==> src/common/rrc_pkg.sv <==
// Purpose: Shared constants for the remote register command handler.
// Assumes: 16-bit register words, one 20 MHz system clock.
// Notes: Instruction codes, reply codes and monitor selectors live here.
package rrc_pkg;
    localparam int RRC_W = 16;
    // Instruction codes.
    localparam logic [15:0] RRC_OP_MODE_RD = 16'h007B;
    localparam logic [15:0] RRC_OP_MODE_WR = 16'h00FB;
    localparam logic [15:0] RRC_ALM_RD_FIRST = 16'h0074;
    localparam logic [15:0] RRC_ALM_RD_LAST = 16'h0077;
    localparam logic [15:0] RRC_FREQ_VOL_RD = 16'h006D;
    localparam logic [15:0] RRC_FREQ_NV_RD = 16'h006E;
    localparam logic [15:0] RRC_FREQ_VOL_WR = 16'h00ED;
    localparam logic [15:0] RRC_FREQ_NV_WR = 16'h00EE;
    localparam logic [15:0] RRC_PAR_RD_LAST = 16'h006C;
    localparam logic [15:0] RRC_PAR_WR_FIRST = 16'h0080;
    localparam logic [15:0] RRC_PAR_WR_LAST = 16'h00EC;
    localparam logic [15:0] RRC_ALM_CLEAR = 16'h00F4;
    localparam logic [15:0] RRC_PAR_CLEAR = 16'h00FC;
    localparam logic [15:0] RRC_DRIVE_RESET = 16'h00FD;
    localparam logic [15:0] RRC_BANK_RD = 16'h007E;
    localparam logic [15:0] RRC_BANK_WR = 16'h00FF;
    localparam logic [15:0] RRC_CAL_RD = 16'h006C;
    localparam logic [15:0] RRC_CAL_WR = 16'h00EC;
    // Key data values.
    localparam logic [15:0] RRC_KEY_CLEAR = 16'h9696;
    localparam logic [15:0] RRC_KEY_ALL = 16'h9966;
    // Operation modes.
    localparam logic [15:0] RRC_MODE_NET = 16'h0000;
    localparam logic [15:0] RRC_MODE_EXT = 16'h0001;
    localparam logic [15:0] RRC_MODE_PANEL = 16'h0002;
    // Reply codes.
    localparam logic [15:0] RRC_RPL_OK = 16'h0000;
    localparam logic [15:0] RRC_RPL_WR_ERR = 16'h0001;
    localparam logic [15:0] RRC_RPL_SEL_ERR = 16'h0002;
    localparam logic [15:0] RRC_RPL_RANGE_ERR = 16'h0003;
    // Monitor selectors.
    localparam logic [15:0] RRC_MON_ZERO = 16'h0000;
    localparam logic [15:0] RRC_MON_FREQ = 16'h0001;
    localparam logic [15:0] RRC_MON_CURR = 16'h0002;
    localparam logic [15:0] RRC_MON_VOLT = 16'h0003;
    // Parameter banks and calibration modes.
    localparam logic [15:0] RRC_BANK_MAX_LOW = 16'h0003;
    localparam logic [15:0] RRC_BANK_CAL = 16'h0009;
    localparam logic [15:0] RRC_CAL_MAX = 16'h0002;
    // Storage sizes and reset values.
    localparam int RRC_ALM_DEPTH = 8;
    localparam int RRC_PAR_DEPTH = 128;
    localparam logic [15:0] RRC_RST_WORD = 16'h0000;
    // Parameter store access takes this many cycles.
    localparam int RRC_PAR_LAT = 1;
endpackage

==> src/core/rrc_handler.sv <==
// Purpose: Decodes master command words and answers through reply registers.
// Assumes: Request inputs are synchronous to clk_sys; drive values are inputs.
// Notes: Each request is a level; its done flag follows it up and down.
`timescale 1ns/100ps
module rrc_handler (
    // Clock and reset.
    input wire logic clk_sys,
    input wire logic rstn,
    // Command words from the master.
    input wire logic [15:0] monitor_select,
    input wire logic [15:0] frequency_setpoint,
    input wire logic [15:0] instruction_word,
    input wire logic [15:0] instruction_write_data,
    // Requests from the master.
    input wire logic monitor_request,
    input wire logic volatile_freq_write_request,
    input wire logic nonvolatile_freq_write_request,
    input wire logic execute_request,
    // Reply words to the master.
    output logic [15:0] monitored_value,
    output logic [15:0] present_output_frequency,
    output logic [15:0] reply_status,
    output logic [15:0] reply_read_data,
    // Completion flags to the master.
    output logic monitoring_flag,
    output logic volatile_freq_write_done,
    output logic nonvolatile_freq_write_done,
    output logic execute_done,
    // Drive state inputs.
    input wire logic [15:0] drive_out_freq,
    input wire logic [15:0] drive_out_current,
    input wire logic [15:0] drive_out_voltage,
    input wire logic drive_running,
    input wire logic drive_alarm_event,
    input wire logic [15:0] drive_alarm_code,
    input wire logic [1:0] local_mode_request,
    // Drive controls.
    output logic [15:0] freq_volatile,
    output logic [15:0] freq_nonvolatile,
    output logic [15:0] operation_mode,
    output logic drive_reset_pulse
);
    import rrc_pkg::*;

    typedef enum logic [1:0] {RRC_IDLE, RRC_WAIT, RRC_DONE} rrc_exec_e;

    rrc_exec_e exec_state;
    logic exec_req_q;
    logic [15:0] bank_sel;
    logic [15:0] cal_mode;
    logic [15:0] alarm_hist [RRC_ALM_DEPTH];
    logic alarm_clear;
    logic par_wr_en;
    logic par_clr_keep;
    logic par_clr_all;
    logic [6:0] par_index;
    logic [15:0] par_rd_data;
    logic [15:0] next_status;
    logic [15:0] next_data;
    logic next_par_wr;
    logic next_keep;
    logic next_all;
    logic next_alarm_clear;
    logic next_reset;
    logic next_freq_v_wr;
    logic next_freq_nv_wr;
    logic next_mode_wr;
    logic next_bank_wr;
    logic next_cal_wr;
    logic [15:0] code;
    logic [15:0] wdata;

    // Folds the active bank into the low code bits to form a store index.
    function automatic logic [6:0] rrc_index(input logic [15:0] c, input logic [15:0] b);
        logic [6:0] base;
        base = c[6:0];
        rrc_index = base ^ {b[1:0] | {1'b0, b[3]}, 5'b0_0000};
        return rrc_index;
    endfunction

    // True when a code falls in the given inclusive range.
    function automatic logic rrc_in(input logic [15:0] c, input logic [15:0] lo,
                                    input logic [15:0] hi);
        return (c >= lo) && (c <= hi);
    endfunction

    assign code = instruction_word;
    assign wdata = instruction_write_data;
    assign par_index = rrc_index(code, bank_sel);

    rrc_param_store u_store (
        .clk_sys(clk_sys),
        .rstn(rstn),
        .wr_en(par_wr_en),
        .wr_index(par_index),
        .wr_data(wdata),
        .clr_keep_cal(par_clr_keep),
        .clr_all(par_clr_all),
        .rd_index(par_index),
        .rd_data(par_rd_data)
    );

    // Monitor handshake.
    always_ff @(posedge clk_sys) begin
        if (!rstn) begin
            monitored_value <= RRC_RST_WORD;
            monitoring_flag <= 1'b0;
        end else if (monitor_request) begin
            unique case (monitor_select)
                RRC_MON_FREQ: monitored_value <= drive_out_freq;
                RRC_MON_CURR: monitored_value <= drive_out_current;
                RRC_MON_VOLT: monitored_value <= drive_out_voltage;
                default: monitored_value <= RRC_RST_WORD;
            endcase
            monitoring_flag <= 1'b1;
        end else begin
            monitoring_flag <= 1'b0;
        end
    end

    // Output frequency reply is not gated by any handshake.
    always_ff @(posedge clk_sys) begin
        if (!rstn) begin
            present_output_frequency <= RRC_RST_WORD;
        end else begin
            present_output_frequency <= drive_out_freq;
        end
    end

    // Frequency handshakes and stores; instruction writes share the stores.
    always_ff @(posedge clk_sys) begin
        if (!rstn) begin
            freq_volatile <= RRC_RST_WORD;
            freq_nonvolatile <= RRC_RST_WORD;
            volatile_freq_write_done <= 1'b0;
            nonvolatile_freq_write_done <= 1'b0;
        end else begin
            if (volatile_freq_write_request && !volatile_freq_write_done) begin
                freq_volatile <= frequency_setpoint;
            end else if (next_freq_v_wr) begin
                freq_volatile <= wdata;
            end
            if (nonvolatile_freq_write_request && !nonvolatile_freq_write_done) begin
                freq_nonvolatile <= frequency_setpoint;
            end else if (next_freq_nv_wr) begin
                freq_nonvolatile <= wdata;
            end
            volatile_freq_write_done <= volatile_freq_write_request;
            nonvolatile_freq_write_done <= nonvolatile_freq_write_request;
        end
    end

    // Alarm history shifts newest into entry 0; an event with a clear stores the new code and clears entries 1 and up.
    always_ff @(posedge clk_sys) begin
        if (!rstn) begin
            for (int i = 0; i < RRC_ALM_DEPTH; i++) begin
                alarm_hist[i] <= RRC_RST_WORD;
            end
        end else if (drive_alarm_event) begin
            alarm_hist[0] <= drive_alarm_code;
            for (int i = 1; i < RRC_ALM_DEPTH; i++) begin
                alarm_hist[i] <= alarm_clear ? RRC_RST_WORD : alarm_hist[i - 1];
            end
        end else if (alarm_clear) begin
            for (int i = 0; i < RRC_ALM_DEPTH; i++) begin
                alarm_hist[i] <= RRC_RST_WORD;
            end
        end
    end

    // Operation mode, bank and calibration selectors.
    always_ff @(posedge clk_sys) begin
        if (!rstn) begin
            operation_mode <= RRC_MODE_NET;
            bank_sel <= RRC_RST_WORD;
            cal_mode <= RRC_RST_WORD;
        end else begin
            if (next_mode_wr) begin
                operation_mode <= wdata;
            end else if (local_mode_request != 2'b00) begin
                operation_mode <= {14'h0000, local_mode_request};
            end
            if (next_bank_wr) begin
                bank_sel <= wdata;
            end
            if (next_cal_wr) begin
                cal_mode <= wdata;
            end
        end
    end

    // Decode of the live instruction word; its results are applied only in the wait state.
    always_comb begin
        next_status = RRC_RPL_OK;
        next_data = RRC_RST_WORD;
        next_par_wr = 1'b0;
        next_keep = 1'b0;
        next_all = 1'b0;
        next_alarm_clear = 1'b0;
        next_reset = 1'b0;
        next_freq_v_wr = 1'b0;
        next_freq_nv_wr = 1'b0;
        next_mode_wr = 1'b0;
        next_bank_wr = 1'b0;
        next_cal_wr = 1'b0;
        if (code == RRC_OP_MODE_RD) begin
            next_data = operation_mode;
        end else if (code == RRC_OP_MODE_WR) begin
            if (wdata > RRC_MODE_EXT) begin
                next_status = RRC_RPL_RANGE_ERR;
            end else begin
                next_mode_wr = 1'b1;
            end
        end else if (rrc_in(code, RRC_ALM_RD_FIRST, RRC_ALM_RD_LAST)) begin
            // Low byte holds the newer entry of the pair.
            next_data = {alarm_hist[{code[1:0], 1'b1}][7:0],
                         alarm_hist[{code[1:0], 1'b0}][7:0]};
        end else if (code == RRC_FREQ_VOL_RD) begin
            next_data = freq_volatile;
        end else if (code == RRC_FREQ_NV_RD) begin
            next_data = freq_nonvolatile;
        end else if (code == RRC_FREQ_VOL_WR) begin
            next_freq_v_wr = 1'b1;
        end else if (code == RRC_FREQ_NV_WR) begin
            next_freq_nv_wr = 1'b1;
        end else if (code == RRC_CAL_RD && bank_sel == RRC_BANK_CAL) begin
            next_data = cal_mode;
        end else if (code == RRC_CAL_WR && bank_sel == RRC_BANK_CAL) begin
            if (wdata > RRC_CAL_MAX) begin
                next_status = RRC_RPL_RANGE_ERR;
            end else begin
                next_cal_wr = 1'b1;
            end
        end else if (code <= RRC_PAR_RD_LAST) begin
            next_data = par_rd_data;
        end else if (rrc_in(code, RRC_PAR_WR_FIRST, RRC_PAR_WR_LAST)) begin
            if (drive_running && operation_mode == RRC_MODE_NET) begin
                next_status = RRC_RPL_WR_ERR;
            end else begin
                next_par_wr = 1'b1;
            end
        end else if (code == RRC_ALM_CLEAR && wdata == RRC_KEY_CLEAR) begin
            next_alarm_clear = 1'b1;
        end else if (code == RRC_PAR_CLEAR && wdata == RRC_KEY_CLEAR) begin
            next_keep = 1'b1;
        end else if (code == RRC_PAR_CLEAR && wdata == RRC_KEY_ALL) begin
            next_all = 1'b1;
        end else if (code == RRC_DRIVE_RESET && wdata == RRC_KEY_CLEAR) begin
            next_reset = 1'b1;
        end else if (code == RRC_BANK_RD) begin
            next_data = bank_sel;
        end else if (code == RRC_BANK_WR) begin
            if (wdata > RRC_BANK_MAX_LOW && wdata != RRC_BANK_CAL) begin
                next_status = RRC_RPL_RANGE_ERR;
            end else begin
                next_bank_wr = 1'b1;
            end
        end else begin
            next_status = RRC_RPL_SEL_ERR;
        end
        // A code left loaded between requests must not keep rewriting the selectors.
        if (exec_state != RRC_WAIT) begin
            next_freq_v_wr = 1'b0;
            next_freq_nv_wr = 1'b0;
            next_mode_wr = 1'b0;
            next_bank_wr = 1'b0;
            next_cal_wr = 1'b0;
        end
    end

    // Execute handshake: one pass per rising request.
    always_ff @(posedge clk_sys) begin
        if (!rstn) begin
            exec_state <= RRC_IDLE;
            exec_req_q <= 1'b0;
            execute_done <= 1'b0;
            reply_status <= RRC_RPL_OK;
            reply_read_data <= RRC_RST_WORD;
            alarm_clear <= 1'b0;
            par_wr_en <= 1'b0;
            par_clr_keep <= 1'b0;
            par_clr_all <= 1'b0;
            drive_reset_pulse <= 1'b0;
        end else begin
            exec_req_q <= execute_request;
            alarm_clear <= 1'b0;
            par_wr_en <= 1'b0;
            par_clr_keep <= 1'b0;
            par_clr_all <= 1'b0;
            drive_reset_pulse <= 1'b0;
            unique case (exec_state)
                RRC_IDLE: begin
                    if (execute_request && !exec_req_q) begin
                        exec_state <= RRC_WAIT;
                    end
                end
                RRC_WAIT: begin
                    reply_status <= next_status;
                    if (next_status == RRC_RPL_OK) begin
                        reply_read_data <= next_data;
                    end
                    alarm_clear <= next_alarm_clear;
                    par_wr_en <= next_par_wr;
                    par_clr_keep <= next_keep;
                    par_clr_all <= next_all;
                    drive_reset_pulse <= next_reset;
                    execute_done <= 1'b1;
                    exec_state <= RRC_DONE;
                end
                RRC_DONE: begin
                    if (!execute_request) begin
                        execute_done <= 1'b0;
                        exec_state <= RRC_IDLE;
                    end
                end
            endcase
        end
    end
endmodule

==> src/core/rrc_param_store.sv <==
// Purpose: Flip-flop store of parameter words addressed by bank and code.
// Assumes: One write port, one combinational read port.
// Notes: The restore clear keeps indexes 120 and up; the full clear wipes all.
`timescale 1ns/100ps
module rrc_param_store (
    // Clock and reset.
    input wire logic clk_sys,
    input wire logic rstn,
    // Write port.
    input wire logic wr_en,
    input wire logic [6:0] wr_index,
    input wire logic [15:0] wr_data,
    // Clear controls.
    input wire logic clr_keep_cal,
    input wire logic clr_all,
    // Read port.
    input wire logic [6:0] rd_index,
    output logic [15:0] rd_data
);
    import rrc_pkg::*;

    logic [15:0] mem [RRC_PAR_DEPTH];

    // Indexes 120 and up hold calibration values and survive the restore clear.
    genvar g;
    generate
        for (g = 0; g < RRC_PAR_DEPTH; g++) begin : g_word
            always_ff @(posedge clk_sys) begin
                if (!rstn || clr_all || (clr_keep_cal && g < 120)) begin
                    mem[g] <= RRC_RST_WORD;
                end else if (wr_en && wr_index == 7'(g)) begin
                    mem[g] <= wr_data;
                end
            end
        end
    endgenerate

    assign rd_data = mem[rd_index];
endmodule

==> config.mk <==
export PLATFORM = sky130hd
export DESIGN_NAME = rrc_handler
export DESIGN_NICKNAME = d
export VERILOG_FILES = /design/src/common/rrc_pkg.sv /design/src/core/rrc_handler.sv /design/src/core/rrc_param_store.sv
export SDC_FILE = /design/constraint.sdc
export NUM_CORES = 2
export LEC_CHECK = 0
export ABC_AREA = 1
export BUFFER_PORTS_ARGS = -buffer_cell sky130_fd_sc_hd__buf_2
export CAP_MARGIN = 30
export CELL_PAD_IN_SITES_DETAIL_PLACEMENT = 1
export CELL_PAD_IN_SITES_GLOBAL_PLACEMENT = 2
export CORE_UTILIZATION = 25
export CTS_CLUSTER_DIAMETER = 40
export DETAILED_ROUTE_END_ITERATION = 12
export GPL_ROUTABILITY_DRIVEN = 0
export PLACE_DENSITY_LB_ADDON = 0.1
export SLEW_MARGIN = 20
export SYNTH_ARGS = -nofsm -noshare
export SYNTH_HDL_FRONTEND = slang
export SYNTH_SLANG_ARGS = --single-unit
==> constraint.sdc <==
create_clock -name clk_sys -period 5.49 [get_ports clk_sys]
set_input_delay 0.2745 -clock clk_sys [delete_from_list [all_inputs] [get_ports clk_sys]]
set_output_delay 0.2745 -clock clk_sys [all_outputs]
set_load 0.01 [all_outputs]
### Word level (Yosys, flattened, before mapping)

Memories as Yosys holds them, arrays and structs flattened.
Cells that the tools add are included.
W data, S select, Z words.

* memories: 2
* flip-flop bits (word level): 156
* RAM bits: 2176

Memories
* u_store.mem: words 128, bits a word 16, rd ports 1, clocked after Yosys merged registers in 0, write ports 128, line rrc_param_store.sv:22 `logic [15:0] mem [RRC_PAR_DEPTH];`
* alarm_hist: words 8, bits a word 16, rd ports 9, clocked after Yosys merged registers in 0, write ports 8, line rrc_handler.sv:51 `logic [15:0] alarm_hist [RRC_ALM_DEPTH];`

* reduce and logical (&&, ||, !) cells: 164
* $lt $le $gt $ge: 8
* bitwise operators: 149
* muxes and demuxes: 651
* equal/unequal tests: 152

Operators by type and width (number)
* $mux W16: 190
* $mux W1: 453
* $eq A7 B7 Y1 const B: 64
* $eq A7 B6 Y1 const B: 32
* $or A1 B1 Y1: 144
* $logic_and A1 B1 Y1: 141
* $eq A16 B8 Y1 const B: 8
* $eq A7 B5 Y1 const B: 16
* $eq A16 B7 Y1 const B: 5
* $eq A7 B4 Y1 const B: 8
* $pmux W16 S3: 1
* $eq A16 B16 Y1 const B: 2
* $eq A16 B2 Y1 const B: 2
* $gt A16 B2 Y1 const B: 2
* $le A16 B7 Y1 const B: 2
* $logic_not A16 Y1: 2
* $eq A7 B3 Y1 const B: 4
* $reduce_or A13 Y1: 2
* $eq A16 B1 Y1 const B: 1
* $eq A16 B4 Y1 const B: 1
* $ge A16 B7 Y1 const B: 1
* $ge A16 B8 Y1 const B: 1
* $gt A16 B1 Y1 const B: 1
* $le A16 B8 Y1 const B: 1
* 22 further kinds: 40

### Logic depth before layout (Yosys ltp)

* depth after elaboration: 22
* gate-level depth with buffers: 22
* depth with buffers taken out: 19

### Modules after synthesis

A second synthesis with hierarchy kept.

* cell total of the unflattened synthesis: 10781
* area total of the unflattened synthesis: 102206.8 um^2

Modules (own cells, without submodules)
* rrc_param_store: cells an instance 9404, seq. area each 61499.0 um^2, instances 1, area an instance 92316.0 um^2
* rrc_handler: cells an instance 1377, seq. area each 4444.3 um^2, instances 1, area an instance 9890.7 um^2

### Worst setup path after synthesis

No wires, ideal clock.

* kind: register to register
* start: reg bank_sel[0]
* end: mem u_store.mem[112][0], enable pin
* slack: 2304 ps
* path buffers: 2
* cell stages (with the launch flop): 9
* clock period less this slack: 3186 ps
* arrival time: 2774 ps
* path through: dfxtp_1 -> nor2_4 -> xor2_4 -> nand2_2 -> nor2_1 -> buf_2 -> inv_1 -> clkbuf_1 -> o21ai_0

RTL lines
* from (decl): line rrc_handler.sv:49 `logic [15:0] bank_sel;`
* from (signal assigned): line rrc_handler.sv:184 `bank_sel <= wdata;`
* to (decl): line rrc_param_store.sv:22

### Worst setup path in the final report

* start: reg bank_sel[0]
* end: reg reply_read_data[2]

* cells in the longest elaborated chain, start to end: 13

Ends and longest elaborated chain
* $or A2 B1 Y2 / $eq A16 B4 Y1 (equally long branches): line rrc_handler.sv:77, rrc_handler.sv:226, rrc_handler.sv:228
* $xor A7 B7 Y7 / $logic_and A1 B1 Y1 (equally long branches): line rrc_handler.sv:77, rrc_handler.sv:228
* $mem_v2 Z128 W16 / $mux W16 (equally long branches)
* $mux W16, on equally long branches: line rrc_handler.sv:234, rrc_handler.sv:226
* $mux W16, on equally long branches: line rrc_handler.sv:228, rrc_handler.sv:224
* $mux W16, on equally long branches: line rrc_handler.sv:226, rrc_handler.sv:222
* $mux W16, on equally long branches: line rrc_handler.sv:224, rrc_handler.sv:220
* $mux W16, on equally long branches: line rrc_handler.sv:222, rrc_handler.sv:218
* $mux W16, on equally long branches: line rrc_handler.sv:220, rrc_handler.sv:214
* $mux W16, on equally long branches: line rrc_handler.sv:218, rrc_handler.sv:208
* $mux W16, on equally long branches: line rrc_handler.sv:214, rrc_handler.sv:206
* $mux W16 / $logic_not A16 Y1 (equally long branches): line rrc_handler.sv:208, rrc_handler.sv:299
* $mux W16 / $reduce_and A2 Y1 (equally long branches)
* to (signal assigned): line rrc_handler.sv:300 `reply_read_data <= next_data;`
* to (decl): line rrc_handler.sv:23 `output logic [15:0] reply_read_data,`

Several ways; a longest one is shown, not always the timed one.
A chain may end at the register's enable or synchronous reset.

==> impl_summary.log <==
INFO  metric design.die.area = 0.394 mm^2
INFO  metric clock_tree.buffer_depth = 4
INFO  metric fp.coreArea = 0.389 mm^2
INFO  metric h-tree-depth = 5
INFO  metric critical_path.endpoint_type = flip-flop
INFO  metric setup.worst_path.class = flip-flop to flip-flop
INFO  metric drt-initial-drc-count = 5785
INFO  metric min_period_over_period = 72.1%
INFO  metric syn_to_final_growth = 27.4%
INFO  metric holdCritPathClass = input port to flip-flop
INFO  metric cts_inserted_buffers = 464
INFO  metric antenna_violations_before_repair = 22
INFO  metric relSlewSlack = 31.8%
INFO  metric ys_warn_count = 0
INFO  metric synth_area = 0.0979 mm^2
INFO  metric num_io_pins = 255
INFO  metric async_set_reset_flop_share_out_of_synthesis = 0%
INFO  metric avgViaCountPerCell = 4.82
INFO  metric total_power_divided_by_cell_area = 416 mW/mm^2
INFO  metric sequential_cell_area = 0.0659 mm^2
INFO  metric routed_wire_length_per_instance = 27.9 um
INFO  metric slew_viol_final = 0
INFO  metric fp.dieW = 628 um
INFO  metric distinct_cell_type_count_after_synthesis = 43
INFO  metric post_synth_most_frequent_cells = 3319 x sky130_fd_sc_hd__nor2_1, 2080 x sky130_fd_sc_hd__edfxtp_1, 1260 x sky130_fd_sc_hd__nand2_1
INFO  metric grt_max_degree = 80
INFO  metric synthesis.instances = 9598
INFO  metric run_status = finished with violations
INFO  metric final-hold-violation-count = 0
INFO  metric finalSetupTns = 0 ns
INFO  metric dr_total_vias = 75791
INFO  metric worst_ep_arrival_time = 4.86 ns
INFO  metric cp-start-kind = flip-flop
INFO  metric setup_repair_after_global_routing_missed_its_margin = false
INFO  metric setup_violations = 0
INFO  metric drt_pre_antenna_iters = 11
INFO  metric root_buffer = sky130_fd_sc_hd__clkbuf_16
INFO  metric post_synth.cell_area_avg = 10.2 um^2
INFO  metric area_of_combinational_cells_with_multiple_inputs = 0.0283 mm^2
INFO  metric fin_crit = 3.96 ns
INFO  metric cap_violations = 0
INFO  metric clk-insertion-delay-late = 0.97 ns
INFO  metric clock_sink_count = 2254
INFO  metric final_antenna_net_count = 0
INFO  metric num-nets-final = 10273
INFO  metric synth-seq-area-share = 67.4%
INFO  metric drc_errors = 24
INFO  metric wire_length_of_the_first_global_routing_pass = 610 mm
INFO  metric violations = design-rule violations
INFO  metric setup.reg_to_reg.worst_slack = 1.53 ns
INFO  metric synth_area_leaders = sky130_fd_sc_hd__edfxtp_1 64%, sky130_fd_sc_hd__nor2_1 13%, sky130_fd_sc_hd__nand2_1 4.8%, sky130_fd_sc_hd__o22ai_1 4.1%, sky130_fd_sc_hd__dfxtp_1 3.6%
INFO  metric leakagePower = 48.7 nW
INFO  metric fin_worst_hold_slack = 0.0866 ns
INFO  metric proportion_of_netlist_area_held_by_the_largest_area_contributor = 63.8%
INFO  metric clock_skew = 0.0456 ns
INFO  metric port-buffer-count = 232
INFO  metric overflow = 0
INFO  metric timing.critical_path.fanout_max = 21
INFO  metric synth_most_common_cell = sky130_fd_sc_hd__nor2_1
INFO  metric required = 6.39 ns
INFO  metric floorplan.die.height = 628 um
INFO  metric ys.flop_type = sky130_fd_sc_hd__edfxtp_1
INFO  metric hpwl = 277 mm
INFO  metric synth_seq_cells = 2254
INFO  metric tritoncts = done
INFO  metric grt_pass1_vias = 78206
INFO  metric cts.reportedPaths.clkPinSlew = 0.05 ns
INFO  metric p_total = 51.9 mW
INFO  metric num_rows = 229
INFO  metric tightestPinTransition = 1.01 ns
INFO  metric vdd_ir_drop_max = 0.265 mV
INFO  metric floorplan.initialDensity = 25.1%
INFO  metric totalWireLength = 439 mm
INFO  metric num-fill-cells = 43126
INFO  metric final_design_utilization = 32.0%
INFO  metric timing.fmax = 253 MHz
INFO  metric synth_top_area_cell = sky130_fd_sc_hd__edfxtp_1
INFO  metric post_synth_edffs = 2080
INFO  metric layout-drive-gt1-share = 15.8%
INFO  metric track_usage = 21.8%
layout by cell type, fill, tap and decap left out, types with 27 or more instances in the layout:
cell                            synthesis  final
sky130_fd_sc_hd__o21ai_0              479    361
sky130_fd_sc_hd__nand3_2               53     53
sky130_fd_sc_hd__nand2_1             1260   1260
sky130_fd_sc_hd__nand4_1               74     74
sky130_fd_sc_hd__dlygate4sd3_1          0    201
sky130_fd_sc_hd__buf_4                 43    332
sky130_fd_sc_hd__clkinv_2               0    104
sky130_fd_sc_hd__clkbuf_1             456     49
sky130_fd_sc_hd__buf_2                262    230
sky130_fd_sc_hd__o21ai_2                0    114
sky130_fd_sc_hd__buf_12                 0     36
sky130_fd_sc_hd__o22ai_1              638    638
sky130_fd_sc_hd__a21oi_1              107    107
sky130_fd_sc_hd__clkbuf_16              0    470
sky130_fd_sc_hd__bufinv_16              0     73
sky130_fd_sc_hd__edfxtp_1            2080   2080
sky130_fd_sc_hd__o22a_1                27     27
sky130_fd_sc_hd__dfxtp_1              174    174
sky130_fd_sc_hd__clkinv_1               6     73
sky130_fd_sc_hd__nand3_1              189    189
sky130_fd_sc_hd__nor2_1              3319   3306
sky130_fd_sc_hd__a31oi_1               33     33
sky130_fd_sc_hd__clkinvlp_4             0     45
sky130_fd_sc_hd__o21ai_1               51     51
sky130_fd_sc_hd__inv_1                171    155
sky130_fd_sc_hd__nor3_1                36     33
what timing repair did:
| item | CTS | global route |
|---|---|---|
| gates resized for setup | 0 | 0 |
| setup buffers | 0 | 0 |
| hold buffers | 201 | 0 |
| hold endpoints to repair | 391 | 0 |
layer usage:
layer | track usage [%] | wire (um) | part of all wire [%]
met1 | 29.2 | 198000 | 45
met2 | 36.2 | 209000 | 48
met3 | 2.71 | 17400 | 4.0
met4 | 7.41 | 14700 | 3.3
met5 | 0 | 13 | 0.0030
stage by stage:
| stage | cells | cell area [um^2] | setup WS (ns) |
|---|---|---|---|
| floorplan | 9611 | 97900 | 2.30 |
| global placement | 14618 | 106000 | 0.768 |
| detailed placement | 14649 | 106000 | 0.813 |
| CTS | 15715 | 124000 | 1.56 |
| global route | 15730 | 125000 | 1.30 |
| finish | 15739 | 125000 | 1.53 |
final timing paths:
kind | cells past startpoint | start | to
hold / removal | 7 | instruction_word[5] | par_clr_keep
hold reg to reg | 2 | cal_mode[15] | cal_mode[15]
setup reg to reg | 16 | bank_sel[0] | reply_read_data[2]
setup / recovery | 16 | bank_sel[0] | reply_read_data[2]
sequential cells by signal, indices dropped and copies added (netlist names), 16 cells and up:
| register | cells |
|---|---|
| freq_volatile | 16 |
| bank_sel | 16 |
| alarm_hist | 64 |
| freq_nonvolatile | 16 |
| operation_mode | 16 |
| present_output_frequency | 16 |
| u_store.mem | 2048 |
| cal_mode | 16 |
| reply_read_data | 16 |
| monitored_value | 16 |
final cells by class:
class / instances / area share (%)
inverter: 199 / 0.683
clock buffer: 525 / 9.65
antenna: 11 / 0.0221
clock inverter: 340 / 3.20
tap: 5197 / 5.22
timing repair buffer: 842 / 5.62
multi-input combinational: 6371 / 22.7
sequential: 2254 / 52.9
cells by family (layout without fill, tap and decap cells):
group,after synthesis,after routing,share of synthesized area [%]
adders and majority gates,3,3,0.0384
xor gates and xnor gates,2,2,0.0448
muxes,1,1,0.0115
and+or+nand+nor,5004,5004,20.3
DFF,2254,2254,67.4
buffers and inverters,986,1906,4.31
other,1,25,0.00383
AOI/OAI and AO/OA,1347,1347,7.88
critical path: stages (launching register included):
cell and delay [ns]:
sky130_fd_sc_hd__dfxtp_1 0.38, sky130_fd_sc_hd__nor2_4 0.18, sky130_fd_sc_hd__xor2_4 0.43, sky130_fd_sc_hd__inv_2 0.22, sky130_fd_sc_hd__nand2_2 0.54, sky130_fd_sc_hd__nor2_1 0.12, sky130_fd_sc_hd__buf_4 0.27, sky130_fd_sc_hd__o21ai_1 0.13
sky130_fd_sc_hd__buf_4 0.24, sky130_fd_sc_hd__nand2_1 0.08, sky130_fd_sc_hd__nor2_1 0.45, sky130_fd_sc_hd__nand3_1 0.27, sky130_fd_sc_hd__nand2_1 0.15, sky130_fd_sc_hd__nand2_1 0.10, sky130_fd_sc_hd__nand4_1 0.09, sky130_fd_sc_hd__nand2_1 0.06
sky130_fd_sc_hd__a21oi_1 0.12
where the power goes:
| part | switching (mW) | internal (mW) |
|---|---|---|
| combinational | 2.60 | 0.836 |
| clock | 9.88 | 19.1 |
| sequential | 0.202 | 19.3 |
| total | 12.7 | 39.2 |
(Power assumes the default switching activity.)
